==> src/logic/au_pkg.sv <==
// Shared constants and types for the address unit
package au_pkg;
  // Datapath widths and pointer set count
  localparam int AW    = 16;
  localparam int NSETS = 4;
  localparam int IW    = 2;
  // Modifier codes; every other modifier value selects modulo (modulus = value + 1)
  localparam logic [15:0] MOD_LINEAR  = 16'hffff;
  localparam logic [15:0] MOD_BITREV  = 16'h0000;
  // Values after reset
  localparam logic [15:0] PTR_RESET   = 16'h0000;
  localparam logic [15:0] OFF_RESET   = 16'h0000;
  localparam logic [15:0] MODF_RESET  = 16'hffff;
  // Index of the pointer whose second dual-read update ignores its modifier
  localparam logic [1:0]  DUAL_PTR    = 2'h3;
  // Extra execution cycles for a two-word instruction
  localparam logic [1:0]  LONG_EXTRA  = 2'h1;
  // Constant addends
  localparam logic [15:0] ADD_ONE     = 16'h0001;
  localparam logic [15:0] ADD_MINUS   = 16'hffff;

  // Addressing modes presented by the decoder
  typedef enum logic [3:0] {
    AM_NONE,
    AM_NO_UPDATE,
    AM_POST_INC1,
    AM_POST_DEC1,
    AM_POST_INC_OFF,
    AM_INDEXED_OFF,
    AM_PRE_DEC1,
    AM_SHORT_DISP,
    AM_PC_REL,
    AM_ACC_UPPER,
    AM_ABSOLUTE
  } au_mode_e;

  // Target of a register load
  typedef enum logic [1:0] {
    LD_POINTER,
    LD_OFFSET,
    LD_MODIFIER
  } au_load_e;
endpackage

==> src/logic/au_top.sv <==
// Address generation datapath with four pointer sets and two transfer lanes
// Operation
// - Four pointer sets; pointer n always pairs with offset n and modifier n.
// - Indirect address is pointer; indexed adds offset; short mode adds immediate.
// - Modifier value selects update arithmetic and gives the modulus for modulo.
// - Linear, modulo and bit-reversed updates work in post/pre update and indexed modes; short mode adds linearly.
// - Linear updates are 16-bit two's complement sums wrapping at 65,536.
// - Linear addend is offset register, plus one, minus one or displacement.
// - Offset gives identical results read as signed or unsigned in linear updates; modulo takes bit 15 as the sign.
// - Modifier used by post/pre update and indexed modes; not others.
// - Two pointer sets per instruction, one per memory operation.
// - Second read of dual read updates pointer three ignoring its modifier.
// - Accumulator upper word serves as address without modifier update.
// - Up to two transfers per cycle, each with its own pointer update.
// - Mode picks operand place; two-word instructions take one extra cycle.
// - Bit-reversed post-increment by offset propagates carry from MSB downward.
`timescale 1ns/1ns
module au_top (
  // Clock and reset
  input  wire logic              CLK,
  input  wire logic              RSTN,
  // Register load from the decoder
  input  wire logic              LD_EN,
  input  wire au_pkg::au_load_e  LD_KIND,
  input  wire logic [1:0]        LD_IDX,
  input  wire logic [15:0]       LD_DATA,
  // First transfer lane
  input  wire logic              A_VALID,
  input  wire au_pkg::au_mode_e  A_MODE,
  input  wire logic [1:0]        A_SEL,
  input  wire logic [15:0]       A_DISP,
  // Second transfer lane
  input  wire logic              B_VALID,
  input  wire au_pkg::au_mode_e  B_MODE,
  input  wire logic [1:0]        B_SEL,
  input  wire logic [15:0]       B_DISP,
  input  wire logic              B_DUAL_READ,
  // Shared address sources
  input  wire logic [15:0]       PC,
  input  wire logic [15:0]       ACC_UPPER,
  input  wire logic              TWO_WORD,
  // Addresses out
  output logic      [15:0]       A_ADDR,
  output logic                   A_ADDR_VALID,
  output logic      [15:0]       B_ADDR,
  output logic                   B_ADDR_VALID,
  // Decoder hold for two-word instructions
  output logic                   EXEC_WAIT,
  // Pointer readback for the selected first-lane set
  output logic      [15:0]       A_PTR_VIEW
);
  logic [15:0] ptr_reg [au_pkg::NSETS];
  logic [15:0] off_reg [au_pkg::NSETS];
  logic [15:0] mod_reg [au_pkg::NSETS];

  // Per-lane mode decode
  function automatic logic uses_mod(input au_pkg::au_mode_e m);
    return (m == au_pkg::AM_POST_INC1) || (m == au_pkg::AM_POST_DEC1) ||
           (m == au_pkg::AM_POST_INC_OFF) || (m == au_pkg::AM_INDEXED_OFF) ||
           (m == au_pkg::AM_PRE_DEC1);
  endfunction

  function automatic logic writes_ptr(input au_pkg::au_mode_e m);
    return (m == au_pkg::AM_POST_INC1) || (m == au_pkg::AM_POST_DEC1) ||
           (m == au_pkg::AM_POST_INC_OFF) || (m == au_pkg::AM_PRE_DEC1);
  endfunction

  function automatic logic [15:0] pick_addend(input au_pkg::au_mode_e m,
                                              input logic [15:0] off,
                                              input logic [15:0] disp);
    logic [15:0] a;
    a = disp;
    if (m == au_pkg::AM_POST_INC1)
    begin
      a = au_pkg::ADD_ONE;
    end
    else if (m == au_pkg::AM_POST_DEC1 || m == au_pkg::AM_PRE_DEC1)
    begin
      a = au_pkg::ADD_MINUS;
    end
    else if (m == au_pkg::AM_POST_INC_OFF || m == au_pkg::AM_INDEXED_OFF)
    begin
      a = off;
    end
    return a;
  endfunction

  // Lane A operands
  wire logic [15:0] a_ptr    = ptr_reg[A_SEL];
  wire logic [15:0] a_addend = pick_addend(A_MODE, off_reg[A_SEL], A_DISP);
  // modifier only steers modes that use it
  wire logic        a_linear = !uses_mod(A_MODE);
  wire logic [15:0] a_calc;

  // Lane B operands
  wire logic [15:0] b_ptr    = ptr_reg[B_SEL];
  wire logic [15:0] b_addend = pick_addend(B_MODE, off_reg[B_SEL], B_DISP);
  // second dual read on pointer three skips its modifier
  wire logic        b_dual3  = B_DUAL_READ && (B_SEL == au_pkg::DUAL_PTR);
  wire logic        b_linear = !uses_mod(B_MODE) || b_dual3;
  wire logic [15:0] b_calc;

  // post/pre update and indexed modes go through the same lane; short displacement adds directly
  // reverse carry lives in the lane
  au_calc u_calc_a (
    .ptr         (a_ptr),
    .addend      (a_addend),
    .modifier    (mod_reg[A_SEL]),
    .linear_only (a_linear),
    .result      (a_calc)
  );

  // second set for the second memory operation
  au_calc u_calc_b (
    .ptr         (b_ptr),
    .addend      (b_addend),
    .modifier    (mod_reg[B_SEL]),
    .linear_only (b_linear),
    .result      (b_calc)
  );

  // Effective address per mode, one function for both lanes
  function automatic logic [15:0] pick_ea(input au_pkg::au_mode_e m,
                                          input logic [15:0] p,
                                          input logic [15:0] upd,
                                          input logic [15:0] disp,
                                          input logic [15:0] pc,
                                          input logic [15:0] acc);
    logic [15:0] e;
    e = p;
    // indexed and short displacement add to the pointer
    // pre-decrement uses the new value, post modes the old
    if (m == au_pkg::AM_INDEXED_OFF || m == au_pkg::AM_PRE_DEC1)
    begin
      e = upd;
    end
    else if (m == au_pkg::AM_SHORT_DISP)
    begin
      e = p + disp;
    end
    else if (m == au_pkg::AM_PC_REL)
    begin
      e = pc + disp;
    end
    else if (m == au_pkg::AM_ACC_UPPER)
    begin
      e = acc;
    end
    else if (m == au_pkg::AM_ABSOLUTE)
    begin
      e = disp;
    end
    return e;
  endfunction

  // mode picks register, memory or immediate source
  wire logic [15:0] a_ea = pick_ea(A_MODE, a_ptr, a_calc, A_DISP, PC, ACC_UPPER);
  wire logic [15:0] b_ea = pick_ea(B_MODE, b_ptr, b_calc, B_DISP, PC, ACC_UPPER);
  wire logic        a_go = A_VALID && (A_MODE != au_pkg::AM_NONE);
  wire logic        b_go = B_VALID && (B_MODE != au_pkg::AM_NONE);

  // both lanes write back in the same cycle
  wire logic        a_wr = a_go && writes_ptr(A_MODE);
  wire logic        b_wr = b_go && writes_ptr(B_MODE);

  // Register file; lane updates override a load, lane B last on a clash
  always_ff @(posedge CLK)
  begin
    if (!RSTN)
    begin
      for (int i = 0; i < au_pkg::NSETS; i++)
      begin
        ptr_reg[i] <= au_pkg::PTR_RESET;
        off_reg[i] <= au_pkg::OFF_RESET;
        mod_reg[i] <= au_pkg::MODF_RESET;
      end
    end
    else
    begin
      if (LD_EN && LD_KIND == au_pkg::LD_POINTER)
        ptr_reg[LD_IDX] <= LD_DATA;
      if (LD_EN && LD_KIND == au_pkg::LD_OFFSET)
        off_reg[LD_IDX] <= LD_DATA;
      if (LD_EN && LD_KIND == au_pkg::LD_MODIFIER)
        mod_reg[LD_IDX] <= LD_DATA;
      // wrapped linear result is stored as is
      // no sign handling needed on the offset
      if (a_wr)
        ptr_reg[A_SEL] <= a_calc;
      if (b_wr)
        ptr_reg[B_SEL] <= b_calc;
    end
  end

  // Registered addresses toward the memory buses
  always_ff @(posedge CLK)
  begin
    if (!RSTN)
    begin
      A_ADDR       <= au_pkg::PTR_RESET;
      B_ADDR       <= au_pkg::PTR_RESET;
      A_ADDR_VALID <= 1'h0;
      B_ADDR_VALID <= 1'h0;
      A_PTR_VIEW   <= au_pkg::PTR_RESET;
    end
    else
    begin
      A_ADDR       <= a_go ? a_ea : A_ADDR; // Hold last address when idle
      B_ADDR       <= b_go ? b_ea : B_ADDR;
      A_ADDR_VALID <= a_go;
      B_ADDR_VALID <= b_go;
      A_PTR_VIEW   <= ptr_reg[A_SEL];
    end
  end

  // one extra execution cycle for a two-word instruction
  logic [1:0] wait_reg;
  wire  logic [1:0] wait_next = TWO_WORD ? au_pkg::LONG_EXTRA
                              : (wait_reg != 2'h0) ? wait_reg - 2'h1 : 2'h0;

  always_ff @(posedge CLK)
  begin
    if (!RSTN)
      wait_reg <= 2'h0;
    else
      wait_reg <= wait_next;
  end

  assign EXEC_WAIT = (wait_reg != 2'h0);
endmodule

==> src/logic/au_calc.sv <==
// One address-arithmetic lane: linear, modulo and reverse-carry update
`timescale 1ns/1ns
module au_calc (
  // Operands
  input  wire logic [15:0] ptr,
  input  wire logic [15:0] addend,
  input  wire logic [15:0] modifier,
  // Force plain linear arithmetic
  input  wire logic        linear_only,
  // Result
  output logic      [15:0] result
);
  // Reverse the bit order of a word
  function automatic logic [15:0] rev16(input logic [15:0] v);
    logic [15:0] r;
    r = 16'h0000;
    for (int i = 0; i < 16; i++)
    begin
      r[i] = v[15 - i];
    end
    return r;
  endfunction

  // Smear the modifier downward into a power-of-two block mask
  function automatic logic [15:0] smear(input logic [15:0] v);
    logic [15:0] m;
    m = v;
    m = m | (m >> 1);
    m = m | (m >> 2);
    m = m | (m >> 4);
    m = m | (m >> 8);
    return m;
  endfunction

  // Linear sum wraps at 16 bits on its own, signed or unsigned alike
  wire logic [15:0] lin_sum  = ptr + addend;
  // Reverse carry: add the mirrored operands, mirror back
  wire logic [15:0] rev_sum  = rev16(rev16(ptr) + rev16(addend));
  // Modulo window: block base, top and size
  wire logic [15:0] blk_mask = smear(modifier);
  wire logic [15:0] blk_base = ptr & ~blk_mask;
  wire logic [15:0] blk_top  = blk_base + modifier;
  wire logic [15:0] modulus  = modifier + au_pkg::ADD_ONE;
  wire logic        downward = addend[15];
  wire logic [15:0] mod_sum  = (!downward && (lin_sum > blk_top || lin_sum < blk_base))
                               ? lin_sum - modulus
                               : (downward && (lin_sum < blk_base || lin_sum > blk_top))
                               ? lin_sum + modulus
                               : lin_sum;

  // Modifier value picks the arithmetic kind
  wire logic is_linear = linear_only || (modifier == au_pkg::MOD_LINEAR);
  wire logic is_bitrev = !is_linear && (modifier == au_pkg::MOD_BITREV);

  assign result = is_linear ? lin_sum : (is_bitrev ? rev_sum : mod_sum);
endmodule

==> config.mk <==
export PLATFORM = sky130hd
export DESIGN_NAME = au_top
export DESIGN_NICKNAME = d
export VERILOG_FILES = /design/src/logic/au_pkg.sv /design/src/logic/au_top.sv /design/src/logic/au_calc.sv
export SDC_FILE = /design/constraint.sdc
export NUM_CORES = 1
export LEC_CHECK = 0
export ABC_CLOCK_PERIOD_IN_PS = 10810
export BUFFER_PORTS_ARGS = -buffer_cell sky130_fd_sc_hd__buf_2
export CAP_MARGIN = 20
export CORE_AREA = 2 2 297 182
export CTS_CLUSTER_SIZE = 30
export DETAILED_ROUTE_END_ITERATION = 10
export DIE_AREA = 0 0 299 184
export GPL_TIMING_DRIVEN = 0
export PLACE_DENSITY_LB_ADDON = 0.1
export RECOVER_POWER = 25
export SLEW_MARGIN = 25
export SYNTH_ARGS = -nofsm -noshare
export SYNTH_HDL_FRONTEND = slang
export SYNTH_SLANG_ARGS = --single-unit
==> constraint.sdc <==
create_clock -name CLK -period 10.81 [get_ports CLK]
set_clock_uncertainty 0.2 [all_clocks]
set_input_delay 2.162 -clock CLK [delete_from_list [all_inputs] [get_ports CLK]]
set_output_delay 2.162 -clock CLK [all_outputs]
set_load 0.05 [all_outputs]
==> flow_summary.yaml <==
min_path:
  holdPathStages: 2
  hold_class: "reg2reg"
  hold_start: "B_ADDR[8]"
detailed_routing:
  vias: 28734
  routedWlPerCell_um: 29.7
  postRouteAntennaNets: 0
  dr.first_iter.drc_count: 4447
  drc: 0
  firstDrtPassIters: 10
  drt-total-wl_mm: 122
  vias_per_cell: 7.03
job:
  cap_violations: 0
grt:
  gr-total-overflow: 0
  grt_pass1_vias: 26145
  antenna_found_initial: 8
  grt.total_usage_pct: 42.9
  grt_first_pass_wirelength_mm: 174
  grt_max_degree: 29
power_and_ir_drop:
  power_leakage_nw: 12.0
  power_density_nw_per_um2: 176
  ir_drop_v: 0.000124
cells_and_area:
  nets: 3724
  drive_gt1_share_pct: 11.6
  final_area_um2: 30200
  final_cell_mix: "nor2_1, ha_1, clkbuf_1"
  fill_cells: 4764
  layout.cells.most_common: "nor2_1"
  synthToLayoutAreaGrowth_pct: 10.2
worst_setup_path:
  path_class: "in2reg"
  cp.required_ns: 10.88
  worstSetupStartpointType: "primary input"
  end_kind: "flip-flop"
  reg2reg_from: "mod_reg[3][13]"
  crit_path_start: "B_SEL[1]"
  rr_worst_depth: 27
  cp.arrival_ns: 10.78
  crit_fanout: 28
yosys:
  synth_area_leaders: "edfxtp_1, ha_1, mux4_2, dfxtp_1, a21oi_1"
  ys.flop_type: "edfxtp_1"
  synth_top_area_cell: "edfxtp_1"
  synthArstFlopShare_pct: 0
  ys_types: 93
  yosysSeqAreaShare_pct: 24.8
  synth_edf_count: 192
  synth_top_family_by_area: "compound AO/OA/AOI/OAI gates"
  synth_compound_area_share_pct: 22.8
  ys_ff_latch: 244
  avgSynthCellArea_um2: 8.63
  synth-xor-area-share_pct: 5.01
  yosys_warnings: 0
  synth_cells: 3180
  synth_adder_area_share_pct: 12.3
  synth-simple-area-share_pct: 19.9
  synth.top_cell.area_share_pct: 21.0
  muxShareOfSynthArea_pct: 9.79
  synth_area_um2: 27500
  synthesis.nets: 3545
status:
  outcome: "finished clean"
clock_tree:
  clk_pin_slew_ns: 0.07
  clk_latency_ns: 0.60
  cts-root-buf: "clkbuf_16"
  hold_buffers: 0
  cts_buffers: 27
  cts_tree: "done"
  cts_max_level: 1
  clockBufferDepth: 3
  cts_sinks: 244
sta:
  max_freq_mhz: 93.3
  worst_pin_slew_ns: 1.14
  rsz0062_at_grt: "no"
  whs_ns: 0.272
  slew_headroom_pct: 23.9
  period_needed_ns: 10.72
  final_max_slew_viol_count: 0
  post-route-period-util_pct: 99.1
  final-setup-viol-count: 0
  finalHoldViolCount: 0
floorplan:
  io_pins: 154
  fp.coreArea_um2: 52000
  die_area_um2: 55000
  rows: 65
  start_util_pct: 52.7
  die_h_um: 184
  die_width_um: 299
place:
  port_buffers: 147
  placed_area_um2: 29200
  hpwl_mm: 98.2
  gp_congestion: 1.09
stage by stage:
stage	total power, mW	setup slack, ns	util (%)	TNS [ns]	std cells
floorplan	3.06	0.896	-	0	3180
global placement	4.00	-3.17	55.8	-234.14	4030
detailed placement	4.08	-1.87	56.2	-130.69	4037
CTS	5.07	0.0617	58.0	0	4085
global route	5.49	0.0442	58.1	0	4085
finish	5.33	0.0945	58.1	0	4089
critical path, cell delays in order:
cell and delay [ns]:
clkbuf_4 0.45, clkbuf_2 0.47, clkbuf_1 0.59, mux4_2 0.45, nor2_1 0.07, a21oi_1 0.14, nor2_1 0.05, a221oi_1 0.52
ha_1 0.34, clkbuf_1 0.21, nor2b_1 0.18, o21ai_0 0.19, a21boi_0 0.20, o311a_1 0.43, o211a_1 0.31, o221ai_1 0.45
xnor2_2 0.26, ha_1 0.39, o21a_1 0.18, nor2_1 0.08, a211oi_1 0.06, a211oi_2 0.48, a21o_1 0.37, o21ai_2 0.22
a221o_1 0.40, a22oi_1 0.65, buf_4 0.29, a21oi_1 0.13
power breakdown:
group	internal (mW)	switching [mW]	leakage [nW]
clock network	0.527	0.447	0.438
logic	1.05	2.19	9.22
registers	1.08	0.0366	2.35
final cells by class:
cell class / instances / area, um2 / share of cell area (%)
tap: 703 / 880 / 2.91
buffer: 191 / 781 / 2.58
inverter: 184 / 691 / 2.28
multi-input combinational: 2554 / 19400 / 64.1
sequential: 244 / 6810 / 22.5
clock buffer: 30 / 707 / 2.34
antenna: 6 / 15.0 / 0.0496
clock inverter: 20 / 180 / 0.596
timing repair buffer: 157 / 793 / 2.62
cells by family after synthesis:
logic type | count (synthesis)
adder cells (fa/ha/maj) | 262
multiplexers | 148
AND/OR/NAND/NOR | 1064
AO/OA/AOI/OAI | 923
XOR/XNOR | 157
buffers and inverters | 382
flip-flops | 244
worst paths after layout:
kind                                      end  slack (ns)
worst min register to register      B_ADDR[8]        0.27
worst max-delay path            ptr_reg[0][2]        0.09
worst min-delay path                B_ADDR[8]        0.27
worst max register to register  ptr_reg[0][2]        2.31
repair_timing:
| action | 4_1_cts | 5_1_grt |
|---|---|---|
| resized for setup | 14 | 13 |
| buffers inserted | 2 | 1 |
| pin swaps | 1 | 1 |
| setup endpoints to repair | 96 | 91 |
per-layer routing:
layer	vias to the layer above	global-route usage [%]	wire length (um)
met4	4	14.2	4460
li1	12394	-	-
met2	2329	54.9	44900
met1	13732	62.8	49700
met5	-	0	160
met3	275	19.2	22200
synthesized netlist by cell type (61+ instances only):
cell and instances:
a31oi_1 78, and2_1 107, ha_1 248, inv_1 183, xnor2_1 92, o21ai_0 156, nand3_1 91, a211oi_1 75
xor2_1 65, nor3_1 84, nor2_1 260, or3_1 61, clkbuf_1 153, a21oi_1 199, edfxtp_1 192, nand2_1 195
mux4_2 96
No activity file was read; power rests on OpenSTA's default activity.
